$ cat config.mk
export PLATFORM = sky130hd
export DESIGN_NAME = tcdac_serial_slave
export DESIGN_NICKNAME = d
export VERILOG_FILES = /design/src/logic/tcdac_pkg.sv /design/src/logic/tcdac_bus_edges.sv /design/src/logic/tcdac_serial_slave.sv
export SDC_FILE = /design/constraint.sdc
export NUM_CORES = 2
export LEC_CHECK = 0
export BUFFER_PORTS_ARGS = -buffer_cell sky130_fd_sc_hd__buf_2
export CAP_MARGIN = 10
export CORE_ASPECT_RATIO = 0.6
export CORE_MARGIN = 2
export CORE_UTILIZATION = 45
export DETAILED_ROUTE_END_ITERATION = 10
export PLACE_DENSITY = 0.71
export SETUP_SLACK_MARGIN = 0.02
export SYNTH_ARGS = -nofsm -noshare
export SYNTH_HDL_FRONTEND = slang
export SYNTH_SLANG_ARGS = --single-unit
export TNS_END_PERCENT = 10
$ cat constraint.sdc
create_clock -name REF_CLK -period 7.8 [get_ports REF_CLK]
set_clock_uncertainty 0.1 [all_clocks]
set_input_delay 1.17 -clock REF_CLK [delete_from_list [all_inputs] [get_ports REF_CLK]]
set_output_delay 1.17 -clock REF_CLK [all_outputs]
set_load 0.005 [all_outputs]
$ cat src/logic/tcdac_pkg.sv
// Purpose: shared constants for the temperature-indexed converter serial slave
// Assumes: 40 MHz REF_CLK, two-wire bus sampled as plain inputs
// Notes:   map offsets, timing counts and reset values live here
// Contract
// - low temp byte: fraction in upper nibble
// - pointer selects entry copied to settings
// - two user byte ranges, plain storage
// - setting bytes drive converters, user writable
// - table base is -40C, 4C per entry
// - convert from power-up, refresh every 10ms
// - no conversion during serial memory access
// - 4C boundaries with 1C hysteresis
// - start and stop detected while clock high
// - idle standby after power-on, stop, write
// - acknowledge each received address/data byte; a ninth data byte in one page is not acked
// - address 1010000 plus direction bit
// - write then timed commit after stop
// - page up to eight bytes, commit on stop
// - no address ack while write busy
// - address register increments and wraps
// - sequential read continues while acked, wraps
// - table select 01h/02h picks table
// - sensor update off gives manual mode
// - pointer update off allows direct pointer load
package tcdac_pkg;
	// ==========================================================
	// memory map
	localparam logic [7:0] TABLE_SELECT_ADDR  = 8'h60;
	localparam logic [7:0] CONFIG_ADDR        = 8'h61;
	localparam logic [7:0] TEMP_HIGH_ADDR     = 8'h62;
	localparam logic [7:0] TEMP_LOW_ADDR      = 8'h63;
	localparam logic [7:0] POINTER_ADDR       = 8'h64;
	localparam logic [7:0] SUPPLY_SET_ADDR    = 8'h70;
	localparam logic [7:0] GROUND_SET_ADDR    = 8'h71;
	localparam logic [7:0] TABLE_BASE_ADDR    = 8'h80;
	localparam logic [7:0] TABLE_LAST_ADDR    = 8'hA7;
	localparam logic [7:0] TABLE_ONE          = 8'h01;
	localparam logic [7:0] TABLE_TWO          = 8'h02;
	// ==========================================================
	// config fields and reset values
	localparam int         CFG_POINTER_BIT    = 0;
	localparam int         CFG_SENSOR_BIT     = 1;
	localparam int         CFG_DONE_BIT       = 2;
	localparam logic [7:0] CONFIG_RESET       = 8'h0F;
	localparam logic [7:0] TABLE_SELECT_RESET = 8'h01;
	localparam logic [6:0] DEVICE_ADDR        = 7'h50;
	// ==========================================================
	// temperature steps (whole degrees)
	localparam int         TABLE_ENTRIES      = 40;
	localparam logic signed [7:0] TEMP_BASE   = -8'sd40;
	localparam int         TEMP_STEP_SHIFT    = 2;
	localparam logic signed [7:0] HYSTERESIS  = 8'sd1;
	// ==========================================================
	// timing
	localparam int         CLK_HZ             = 40_000_000;
	localparam int         CONV_PERIOD_MS     = 10;
	localparam int         CONV_CYCLES        = CLK_HZ / 1000 * CONV_PERIOD_MS;
	localparam int         WRITE_TIME_MS      = 10;
	localparam int         WRITE_CYCLES       = CLK_HZ / 1000 * WRITE_TIME_MS;
	localparam int         PAGE_BYTES         = 8;
endpackage

$ cat src/logic/tcdac_bus_edges.sv
// Purpose: synchronise bus pins and find clock edges, start and stop
// Assumes: pins asynchronous to REF_CLK
// Notes:   all outputs one-cycle pulses except the levels
`timescale 1ns/1ps
module tcdac_bus_edges
	import tcdac_pkg::*;
(
	input  wire logic REF_CLK,
	input  wire logic RST_B,
	input  wire logic SCL,
	input  wire logic SDA,
	output logic      SDA_LEVEL,
	output logic      SCL_RISE,
	output logic      SCL_FALL,
	output logic      START_SEEN,
	output logic      STOP_SEEN
);
	// ==========================================================
	// three-stage synchronisers, then one history stage
	logic [1:0] scl_meta;    // stage one read only by stage two
	logic [1:0] sda_meta;
	logic       scl_s;       // synchronised levels
	logic       sda_s;
	logic       scl_d;       // previous synchronised levels
	logic       sda_d;
	logic       next_scl_rise;
	logic       next_scl_fall;
	logic       next_start;
	logic       next_stop;

	// edge and condition decode on synchronised levels only
	always_comb begin
		next_scl_rise = scl_s & ~scl_d;
		next_scl_fall = ~scl_s & scl_d;
		next_start    = scl_s & scl_d & sda_d & ~sda_s;
		next_stop     = scl_s & scl_d & ~sda_d & sda_s;
	end

	// registers only; idle bus is high
	always_ff @(posedge REF_CLK or negedge RST_B) begin
		if (!RST_B) begin
			scl_meta   <= 2'h3;
			sda_meta   <= 2'h3;
			scl_s      <= 1'b1;
			sda_s      <= 1'b1;
			scl_d      <= 1'b1;
			sda_d      <= 1'b1;
			SDA_LEVEL  <= 1'b1;
			SCL_RISE   <= 1'b0;
			SCL_FALL   <= 1'b0;
			START_SEEN <= 1'b0;
			STOP_SEEN  <= 1'b0;
		end else begin
			scl_meta   <= {scl_meta[0], SCL};
			sda_meta   <= {sda_meta[0], SDA};
			scl_s      <= scl_meta[1];
			sda_s      <= sda_meta[1];
			scl_d      <= scl_s;
			sda_d      <= sda_s;
			SDA_LEVEL  <= sda_s;
			SCL_RISE   <= next_scl_rise;
			SCL_FALL   <= next_scl_fall;
			START_SEEN <= next_start;
			STOP_SEEN  <= next_stop;
		end
	end
endmodule

$ cat src/logic/tcdac_serial_slave.sv
// Purpose: two-wire slave with byte map, lookup tables and converter settings
// Assumes: sensor result arrives as a signed whole/fraction word on TEMP_IN
// Notes:   nonvolatile commit is modelled by a timed busy window
`timescale 1ns/1ps
module tcdac_serial_slave
	import tcdac_pkg::*;
(
	input  wire logic        REF_CLK,
	input  wire logic        RST_B,
	input  wire logic        SCL,
	input  wire logic        SDA_IN,
	output logic             SDA_OUT,
	output logic             SDA_OE,
	input  wire logic [11:0] TEMP_IN,
	output logic [7:0]       SUPPLY_REF_OUTPUT,
	output logic [7:0]       GROUND_REF_OUTPUT,
	output logic             STANDBY
);
	// ==========================================================
	// bus edge finder
	logic sda_level;   // synchronised data
	logic scl_rise;    // sample point
	logic scl_fall;    // drive point
	logic start_seen;  // start or repeated start
	logic stop_seen;   // stop

	tcdac_bus_edges edges (
		.REF_CLK    (REF_CLK),
		.RST_B      (RST_B),
		.SCL        (SCL),
		.SDA        (SDA_IN),
		.SDA_LEVEL  (sda_level),
		.SCL_RISE   (scl_rise),
		.SCL_FALL   (scl_fall),
		.START_SEEN (start_seen),
		.STOP_SEEN  (stop_seen)
	);

	// ==========================================================
	// protocol state
	typedef enum logic [2:0] {
		ST_IDLE, ST_DEVADDR, ST_MEMADDR, ST_WDATA, ST_RDATA, ST_ACK, ST_MACK
	} phase_e;

	phase_e     phase, next_phase;
	phase_e     after_ack, next_after_ack; // phase after our ack bit
	logic [3:0] bit_cnt, next_bit_cnt;     // bits of current byte
	logic [7:0] shift, next_shift;         // receive/transmit shift
	logic [7:0] addr, next_addr;           // internal address register
	logic       ack_drive, next_ack_drive; // pulling data low
	logic       reading, next_reading;     // transmitter mode
	logic [3:0] page_cnt, next_page_cnt;   // bytes staged this page
	logic       dirty, next_dirty;         // commit needed at stop
	logic [31:0] busy_cnt, next_busy_cnt;  // nonvolatile write timer

	// ==========================================================
	// storage: general bytes 60h-7Fh and two 40-entry tables
	logic [7:0] low_mem [0:31];
	logic [7:0] next_low_mem [0:31];
	logic [7:0] tbl [0:1][0:TABLE_ENTRIES-1];
	logic [7:0] next_tbl [0:1][0:TABLE_ENTRIES-1];
	logic [7:0] temp_high, next_temp_high;  // whole degrees
	logic [7:0] temp_low, next_temp_low;    // fraction nibble
	logic [31:0] conv_cnt, next_conv_cnt;   // conversion period timer
	logic        busy;

	assign busy = (busy_cnt != 32'h0);

	// read mux over whole byte space
	function automatic logic [7:0] read_byte(input logic [7:0] a);
		logic [7:0] r;
		r = 8'h00;
		if (a >= TABLE_SELECT_ADDR && a < TABLE_BASE_ADDR) begin
			r = low_mem[a[4:0]];
			if (a == TEMP_HIGH_ADDR) r = temp_high;
			if (a == TEMP_LOW_ADDR) r = temp_low;
		end else if (a >= TABLE_BASE_ADDR && a <= TABLE_LAST_ADDR) begin
			r = tbl[low_mem[0] == TABLE_TWO][6'(a - TABLE_BASE_ADDR)];
		end
		return r;
	endfunction

	// ==========================================================
	// serial protocol and memory writes
	always_comb begin
		logic [7:0] rx;
		logic [7:0] ptr_idx;
		logic signed [7:0] whole;
		logic signed [7:0] cur_lo;
		rx             = {shift[6:0], sda_level};
		ptr_idx        = 8'h00;
		whole          = 8'sh00;
		cur_lo         = 8'sh00;
		next_phase     = phase;
		next_after_ack = after_ack;
		next_bit_cnt   = bit_cnt;
		next_shift     = shift;
		next_addr      = addr;
		next_ack_drive = ack_drive;
		next_reading   = reading;
		next_page_cnt  = page_cnt;
		next_dirty     = dirty;
		next_busy_cnt  = busy ? busy_cnt - 32'h1 : busy_cnt;
		next_low_mem   = low_mem;
		next_tbl       = tbl;
		next_temp_high = temp_high;
		next_temp_low  = temp_low;
		next_conv_cnt  = conv_cnt;

		if (stop_seen) begin
			next_phase     = ST_IDLE;
			next_ack_drive = 1'b0;
			if (dirty) next_busy_cnt = 32'(WRITE_CYCLES);
			next_dirty     = 1'b0;
		end else if (start_seen) begin
			// a start without stop cancels the commit; staged page bytes stay in storage
			next_phase     = busy ? ST_IDLE : ST_DEVADDR;
			next_bit_cnt   = 4'h0;
			next_ack_drive = 1'b0;
			next_dirty     = 1'b0;
		end else if (phase != ST_IDLE && scl_rise) begin
			case (phase)
				ST_DEVADDR, ST_MEMADDR, ST_WDATA: begin
					next_shift   = rx;
					next_bit_cnt = bit_cnt + 4'h1;
					if (bit_cnt == 4'h7) begin
						next_bit_cnt = 4'h0;
						next_phase   = ST_ACK;
						if (phase == ST_DEVADDR) begin
							if (rx[7:1] != DEVICE_ADDR || busy)
								next_phase = ST_IDLE;
							next_reading   = rx[0];
							next_after_ack = rx[0] ? ST_RDATA : ST_MEMADDR;
							next_page_cnt  = 4'h0;
						end else if (phase == ST_MEMADDR) begin
							next_addr      = rx;
							next_after_ack = ST_WDATA;
						end else begin
							next_after_ack = ST_WDATA;
							if (page_cnt == 4'(PAGE_BYTES)) begin
								next_phase = ST_IDLE; // page overflow not acked
							end else begin
								next_page_cnt = page_cnt + 4'h1;
								next_dirty    = 1'b1;
								if (addr >= TABLE_SELECT_ADDR && addr < TABLE_BASE_ADDR) begin
									if (addr != TEMP_HIGH_ADDR && addr != TEMP_LOW_ADDR)
										next_low_mem[addr[4:0]] = rx;
								end else if (addr >= TABLE_BASE_ADDR && addr <= TABLE_LAST_ADDR) begin
									next_tbl[low_mem[0] == TABLE_TWO][6'(addr - TABLE_BASE_ADDR)] = rx;
								end
								next_addr = addr + 8'h01;
							end
						end
					end
				end
				ST_RDATA: begin
					next_bit_cnt = bit_cnt + 4'h1;
					if (bit_cnt == 4'h7) begin
						next_bit_cnt = 4'h0;
						next_phase   = ST_MACK;
						next_addr    = addr + 8'h01;
					end
				end
				ST_MACK: begin
					// master ack keeps streaming, nack releases bus
					next_phase = sda_level ? ST_IDLE : ST_RDATA;
				end
				default: ;
			endcase
		end else if (scl_fall) begin
			case (phase)
				ST_ACK: begin
					if (!ack_drive) begin
						next_ack_drive = 1'b1;
					end else begin
						next_ack_drive = 1'b0;
						next_phase     = after_ack;
						if (after_ack == ST_RDATA) next_shift = read_byte(addr);
					end
				end
				ST_RDATA: begin
					if (bit_cnt != 4'h0) next_shift = {shift[6:0], 1'b0};
				end
				ST_MACK: begin
					next_shift = read_byte(addr);
				end
				default: ;
			endcase
		end

		// periodic conversion, held off during any serial access
		if (phase == ST_IDLE && !busy && low_mem[CONFIG_ADDR[4:0]][CFG_SENSOR_BIT]) begin
			next_conv_cnt = conv_cnt + 32'h1;
			if (conv_cnt >= 32'(CONV_CYCLES - 1)) begin
				next_conv_cnt  = 32'h0;
				next_temp_high = TEMP_IN[11:4];
				next_temp_low  = {TEMP_IN[3:0], 4'h0};
				whole          = $signed(TEMP_IN[11:4]);
				// entry offset times four is held in ten bits, and the sum stays in eight-bit range
				cur_lo         = 8'(TEMP_BASE + $signed({low_mem[POINTER_ADDR[4:0]] - TABLE_BASE_ADDR, 2'b00}));
				if (low_mem[CONFIG_ADDR[4:0]][CFG_POINTER_BIT]) begin
					ptr_idx = low_mem[POINTER_ADDR[4:0]];
					// step up at boundary, step down one degree below it
					if (whole >= cur_lo + 8'sd4 && ptr_idx < TABLE_LAST_ADDR)
						ptr_idx = ptr_idx + 8'h01;
					else if (whole < cur_lo - HYSTERESIS && ptr_idx > TABLE_BASE_ADDR)
						ptr_idx = ptr_idx - 8'h01;
					if (ptr_idx < TABLE_BASE_ADDR || ptr_idx > TABLE_LAST_ADDR)
						ptr_idx = TABLE_BASE_ADDR;
					next_low_mem[POINTER_ADDR[4:0]] = ptr_idx;
					next_low_mem[CONFIG_ADDR[4:0]][CFG_DONE_BIT] = 1'b1;
				end
			end
		end

		// settings follow pointed entry unless in manual mode
		if (low_mem[CONFIG_ADDR[4:0]][CFG_SENSOR_BIT] || !low_mem[CONFIG_ADDR[4:0]][CFG_POINTER_BIT]) begin
			ptr_idx = next_low_mem[POINTER_ADDR[4:0]];
			if (ptr_idx >= TABLE_BASE_ADDR && ptr_idx <= TABLE_LAST_ADDR && low_mem[CONFIG_ADDR[4:0]][CFG_SENSOR_BIT]) begin
				next_low_mem[SUPPLY_SET_ADDR[4:0]] = tbl[0][6'(ptr_idx - TABLE_BASE_ADDR)];
				next_low_mem[GROUND_SET_ADDR[4:0]] = tbl[1][6'(ptr_idx - TABLE_BASE_ADDR)];
			end
		end
	end

	// ==========================================================
	// state registers
	always_ff @(posedge REF_CLK or negedge RST_B) begin
		if (!RST_B) begin
			phase     <= ST_IDLE;
			after_ack <= ST_IDLE;
			bit_cnt   <= 4'h0;
			shift     <= 8'h00;
			addr      <= 8'h00;
			ack_drive <= 1'b0;
			reading   <= 1'b0;
			page_cnt  <= 4'h0;
			dirty     <= 1'b0;
			busy_cnt  <= 32'h0;
			temp_high <= 8'h00;
			temp_low  <= 8'h00;
			conv_cnt  <= 32'h0;
			for (int i = 0; i < 32; i++) low_mem[i] <= 8'h00;
			low_mem[0]                  <= TABLE_SELECT_RESET;
			low_mem[CONFIG_ADDR[4:0]]   <= CONFIG_RESET;
			low_mem[POINTER_ADDR[4:0]]  <= TABLE_BASE_ADDR;
			for (int t = 0; t < 2; t++)
				for (int i = 0; i < TABLE_ENTRIES; i++) tbl[t][i] <= 8'h00;
		end else begin
			phase     <= next_phase;
			after_ack <= next_after_ack;
			bit_cnt   <= next_bit_cnt;
			shift     <= next_shift;
			addr      <= next_addr;
			ack_drive <= next_ack_drive;
			reading   <= next_reading;
			page_cnt  <= next_page_cnt;
			dirty     <= next_dirty;
			busy_cnt  <= next_busy_cnt;
			temp_high <= next_temp_high;
			temp_low  <= next_temp_low;
			conv_cnt  <= next_conv_cnt;
			low_mem   <= next_low_mem;
			tbl       <= next_tbl;
		end
	end

	// ==========================================================
	// pin and converter outputs, registered
	always_ff @(posedge REF_CLK or negedge RST_B) begin
		if (!RST_B) begin
			SDA_OUT           <= 1'b0;
			SDA_OE            <= 1'b0;
			SUPPLY_REF_OUTPUT <= 8'h00;
			GROUND_REF_OUTPUT <= 8'h00;
			STANDBY           <= 1'b1;
		end else begin
			SDA_OUT           <= 1'b0; // open drain: only ever pulls low
			SDA_OE            <= next_ack_drive | (next_phase == ST_RDATA && !next_shift[7]);
			SUPPLY_REF_OUTPUT <= next_low_mem[SUPPLY_SET_ADDR[4:0]];
			GROUND_REF_OUTPUT <= next_low_mem[GROUND_SET_ADDR[4:0]];
			STANDBY           <= (next_phase == ST_IDLE) && (next_busy_cnt == 32'h0);
		end
	end
endmodule

Word-level counts from Yosys, hierarchy flattened

Cells that the tools add are included.

Bits in registers: 1018
Bits of input ports: 16
Output and inout port bits: 19

Muxes and demuxes: 108
Add/subtract/negate cells: 13
Order comparisons: 20
Bitwise operators: 22
Reductions and logical operators: 46
Eq/ne operators: 29

Operator list:

| kind                                                                                   | count |
|---|---|
| 243-bit two-way mux                                                                    | 10 |
| 320-bit two-way mux                                                                    | 4 |
| 640-bit bitwise mux                                                                    | 1 |
| 320-bit demux with 1-bit select                                                        | 1 |
| 8-bit two-way mux                                                                      | 36 |
| 256-bit bitwise mux                                                                    | 1 |
| 8-bit binary-select mux with 6-bit select                                              | 3 |
| 32-bit two-way mux                                                                     | 4 |
| 8-bit demux with 6-bit select                                                          | 1 |
| 3-bit two-way mux                                                                      | 15 |
| 8-bit binary-select mux with 5-bit select                                              | 1 |
| 8-bit demux with 5-bit select                                                          | 1 |
| 32-bit by 1-bit adder with 32-bit output (second input constant)                       | 1 |
| 32-bit by 19-bit greater-or-equal comparator with 1-bit output (second input constant) | 1 |
| 32-bit logical NOT                                                                     | 1 |
| 16-bit two-way mux                                                                     | 2 |
| 32-bit nonzero test                                                                    | 1 |
| 32-bit by 1-bit subtractor with 32-bit output (second input constant)                  | 1 |
| 4-bit two-way mux                                                                      | 7 |
| 8-bit less-than comparator (second input constant)                                     | 3 |
| 8-bit one-hot mux with 3 select lines                                                  | 1 |
| 10-bit AND reduction                                                                   | 2 |
| 1-bit two-way mux                                                                      | 18 |
| 6-bit by 1-bit subtractor with 6-bit output (second input constant)                    | 3 |
| other kinds (54)                                                                       | 119 |

Depth between registers and ports, before layout

Depth in word-level cells: 26
Mapped depth: 25

By module

A second synthesis with hierarchy kept.

Cell total of the unflattened synthesis: 4908
Area total of the unflattened synthesis: 54353.4 um^2

By module, submodules not included:

| module             | cells an instance | area each (um^2) | instances |
|---|---|---|---|
| tcdac_serial_slave | 4892              | 54008.0          | 1 |
| tcdac_bus_edges    | 16                | 345.3            | 1 |

Least setup slack after synthesis

No wires, ideal clock.

Kind: reg2reg
Start point: register low_mem[218] (netlist name)
End point: register SUPPLY_REF_OUTPUT[3]
Stages on the path, launching flop included: 25
Path slack: 2.247 ns
Data required time: 7.565 ns
Period minus slack after synthesis: 5.553 ns
Data arrival time: 5.318 ns
Path through: dfrtp_1 > clkbuf_1 > inv_1 > ha_1 > clkbuf_1 > nand2b_1 > nor2b_1 > xor2_1 > ha_1 > a21o_1 > a2111oi_2 > a21oi_1 > or4b_1 > xor2_1 > a211oi_1 > o21a_1 > buf_2 > inv_2 > nand2_2 > buf_4 > clkbuf_1 > a221oi_1 > a211o_1 > a21oi_1 > o31ai_1

RTL lines:

| what                   | line                      | RTL |
|---|---|---|
| start, declared        | tcdac_serial_slave.sv:58  | `logic [7:0] low_mem [0:31];` |
| start signal, assigned | tcdac_serial_slave.sv:263 | `low_mem <= next_low_mem;` |
| end signal, assigned   | tcdac_serial_slave.sv:280 | `SUPPLY_REF_OUTPUT <= next_low_mem[SUPPLY_SET_ADDR[4:0]];` |
| end, declared          | tcdac_serial_slave.sv:15  | `output logic [7:0] SUPPLY_REF_OUTPUT,` |

==> flow_summary_export.csv <==
group,metric,value,unit
logic_synthesis,yosysSeqAreaShare,47.4,%
logic_synthesis,syn_nets,4952,
logic_synthesis,synthAdderAreaFrac,0.744,%
setup_path,cp.required,8290,ps
drt,drtIter0Drc,6629,
sta,maxSlewViolCount,0,
logic_synthesis,synth_common_cells,"dfrtp_1, mux2_2, nand2_1",
global_route,grt_overflow,0,
drt,viasPerCell,6.71,
logic_synthesis,async_reset_ff_share,100,%
clock_tree,tritoncts,"done",
sta,max_freq,0.131,GHz
power,vdd_drop_max,0.220,mV
drt,first_pass_iters,7,
logic_synthesis,yosys_warnings,0,
logic_synthesis,synth_top_family_by_area,"multiplexers",
clock_tree,numCtsBuffers,96,
clock_tree,h-tree-depth,3,
clock_tree,clock_latency,740,ps
logic_synthesis,synth.area.top_cells,"dfrtp_1, mux2_2, nand2_1, mux2i_1, mux4_2",
clock_tree,clock-root-buffer,"clkbuf_16",
setup_path,r2r_slack,140,ps
drt,via_count,43100,
sta,relSlewSlack,9.99,%
setup_path,arrival,8150,ps
sta,rsz0062_at_grt,"false",
logic_synthesis,synth_compound_area_share,10.3,%
logic_synthesis,synth_most_common_cell,"dfrtp_1",
floorplan,dieArea,123000,sq um
logic_synthesis,yosysTopAreaCellShare,46.6,%
sta,period_share,98.2,%
clock_tree,cts_setup_buffers,0,
finish,syn2layout_area_growth,8.97,%
placed_design,hpwl,131,mm
sta,tns,0,ps
floorplan,pin_count,35,
logic_synthesis,netlist_area,53800,sq um
clock_tree,cts_hold_buf,0,
placed_design,io_buffers,33,
clock_tree,clock-sinks,1018,
floorplan,start_util,45.3,%
placed_design,gp_congestion,1.05,
logic_synthesis,synth_xor_area_share,0.911,%
logic_synthesis,synth_simple_gate_area_share,11.3,%
drt,ant_nets,0,
logic_synthesis,synthFlopType,"dfrtp_1",
drt,wirelength,197,mm
finish,drive_gt1_share,26.8,%
hold_path,holdPathEnd,"edges.scl_s$_DFF_PN1_",
sta,period_needed,7660,ps
setup_path,criticalPathCategory,"flip-flop to flip-flop",
setup_path,worstSetupEndpointType,"flip-flop",
clock_tree,clkTransAtPathRegs,60,ps
sta,hold_ws,251,ps
setup_path,r2r_cells,19,
floorplan,die_y,272,um
sta,tightestPinTransition,1350,ps
setup_path,path_max_fanout,30,
logic_synthesis,ys_ff_latch,1018,
clock_tree,clk_path_buf_depth,3,
floorplan,die_w,451,um
global_route,grt_max_degree,182,
global_route,grt_pass1_vias,40300,
logic_synthesis,avgSynthCellArea,11.0,sq um
clock_tree,ctsResizeCount,0,
logic_synthesis,yosys-mux-area-fraction,26.0,%
hold_path,min_path_type,"flip-flop to flip-flop",
global_route,antenna_found_initial,9,
power,p_leak,0.0266,uW
logic_synthesis,synth_edf_count,0,
sta,setup_ws,141,ps
logic_synthesis,ys_types,89,
run_status,status,"completed",
logic_synthesis,yosysTopAreaCell,"dfrtp_1",
finish,nFillCells,10500,
drt,wire_per_inst,30.6,um
logic_synthesis,synth_cells,4904,
setup_path,r2r-end,"GROUND_REF_OUTPUT[6]$_DFF_PN0_",
placed_design,pre_cts_slack,529,ps
setup_path,r2r_start,"low_mem[218]$_DFF_PN0_",
drt,drc_errors,0,
floorplan,rows,98,
global_route,grtUsageTotal,31.5,%
hold_path,min_delay_path_depth,0,
global_route,grt_pass1_wl,286,mm
power,cellPowerDensity,199,nW/um^2
floorplan,core_area,119000,sq um
finish,nNetsFinal,4794,
hold_path,min_from,"edges.scl_meta[1]$_DFF_PN1_",
setup_path,critPathLaunchType,"flip-flop",
sta,final-hold-violation-count,0,
job,drv_cap,0,
sta,setup_violations,0,
## final cells by class
class | count | area (sq um) | area share [%]
multi-input cells | 3451 | 26600 | 45.4
flip-flops and latches | 1018 | 25500 | 43.5
inverters | 33 | 139 | 0.237
diodes | 3 | 7.51 | 0.0128
clock inverters | 28 | 357 | 0.608
clock buffers | 147 | 2870 | 4.89
well taps | 1600 | 2000 | 3.41
repair buffers | 146 | 1150 | 1.96
## flip-flops by register name, summed over array words and instances (netlist names), 2 cells and up
| signal | flops |
|---|---|
| GROUND_REF_OUTPUT | 8 |
| shift | 8 |
| tbl | 640 |
| temp_high | 8 |
| temp_low | 4 |
| busy_cnt | 32 |
| edges.sda_meta | 2 |
| edges.scl_meta | 2 |
| low_mem | 240 |
| after_ack | 3 |
| SUPPLY_REF_OUTPUT | 8 |
| addr | 8 |
| conv_cnt | 32 |
| bit_cnt | 4 |
| page_cnt | 4 |
| phase | 3 |
## layer usage
metal	GRT usage (%)	share of wire [%]
met4	8.85	3.3
met5	0.724	0.11
met3	19.2	19
met2	38.2	37
met1	45.5	42
## worst max-delay path, stage by stage, from the launching register on
cell,delay (ps)
dfrtp_1,490
inv_1,250
ha_1,400
nand2b_1,170
nor2b_1,260
xor2_1,240
ha_1,280
a21o_1,170
a2111oi_2,580
a21oi_1,250
nor4b_1,730
or3_1,270
o211ai_1,160
a31oi_4,250
inv_4,190
nor2_2,820
buf_4,350
a221oi_1,220
a2111oi_0,1120
o31ai_1,150
## cell usage in the layout, fill, tap and decap left out, drive strengths merged, types with 49 or more instances in the layout
| cell type | Yosys | layout |
|---|---|---|
| a21oi | 194 | 194 |
| a221oi | 60 | 60 |
| a31oi | 67 | 67 |
| a32oi | 67 | 67 |
| buf | 131 | 145 |
| clkbuf | 271 | 148 |
| dfrtp | 1003 | 1003 |
| mux2 | 816 | 816 |
| mux2i | 261 | 261 |
| mux4 | 97 | 97 |
| nand2 | 769 | 769 |
| nand3 | 136 | 136 |
| nor2 | 202 | 202 |
| nor3 | 51 | 51 |
| o21ai | 151 | 151 |
| o22ai | 49 | 49 |
## report_power, final
| group | switching, uW | leakage (uW) | internal, uW |
|---|---|---|---|
| Sequential | 333 | 0.0141 | 5330 |
| Combinational | 844 | 0.0109 | 221 |
| Clock | 2220 | 0.00158 | 2740 |
| Total | 3390 | 0.0266 | 8290 |
## how the worst max path moves through the flow
stage	startpoint	end	slack [ps]	cells past startpoint
CTS	low_mem[217]$_DFF_PN0_	GROUND_REF_OUTPUT[6]$_DFF_PN0_	520	19
detailed placement	low_mem[217]$_DFF_PN0_	GROUND_REF_OUTPUT[6]$_DFF_PN0_	530	19
floorplan	low_mem[218]$_DFF_PN0_	SUPPLY_REF_OUTPUT[3]$_DFF_PN0_	2250	24
global route	low_mem[217]$_DFF_PN0_	SUPPLY_REF_OUTPUT[6]$_DFF_PN0_	50	21
global placement	low_mem[217]$_DFF_PN0_	GROUND_REF_OUTPUT[6]$_DFF_PN0_	710	19
finish	low_mem[218]$_DFF_PN0_	GROUND_REF_OUTPUT[6]$_DFF_PN0_	140	19
## metrics by stage
| step | util [%] | area (sq um) | power, uW | std cells |
|---|---|---|---|---|
| 6_report | 49.3 | 58700 | 11700 | 6426 |
| 4_1_cts | 49.3 | 58700 | 11700 | 6422 |
| 2_1_floorplan | - | 53800 | 6200 | 4904 |
| 3_3_place_gp | 46.6 | 55400 | 6770 | 6247 |
| 3_5_place_dp | 46.6 | 55400 | 6780 | 6247 |
| 5_1_grt | 49.3 | 58700 | 12000 | 6423 |
## cell families after synthesis
kind of cell / after synthesis
AND/OR/NAND/NOR: 1374
multiplexers: 1174
flip-flops: 1018
AO/OA/AOI/OAI: 814
buffers and inverters: 435
XOR/XNOR: 56
adder cells (fa/ha/maj): 32
other: 1
Note: power is estimated with default switching activity, not from simulation.
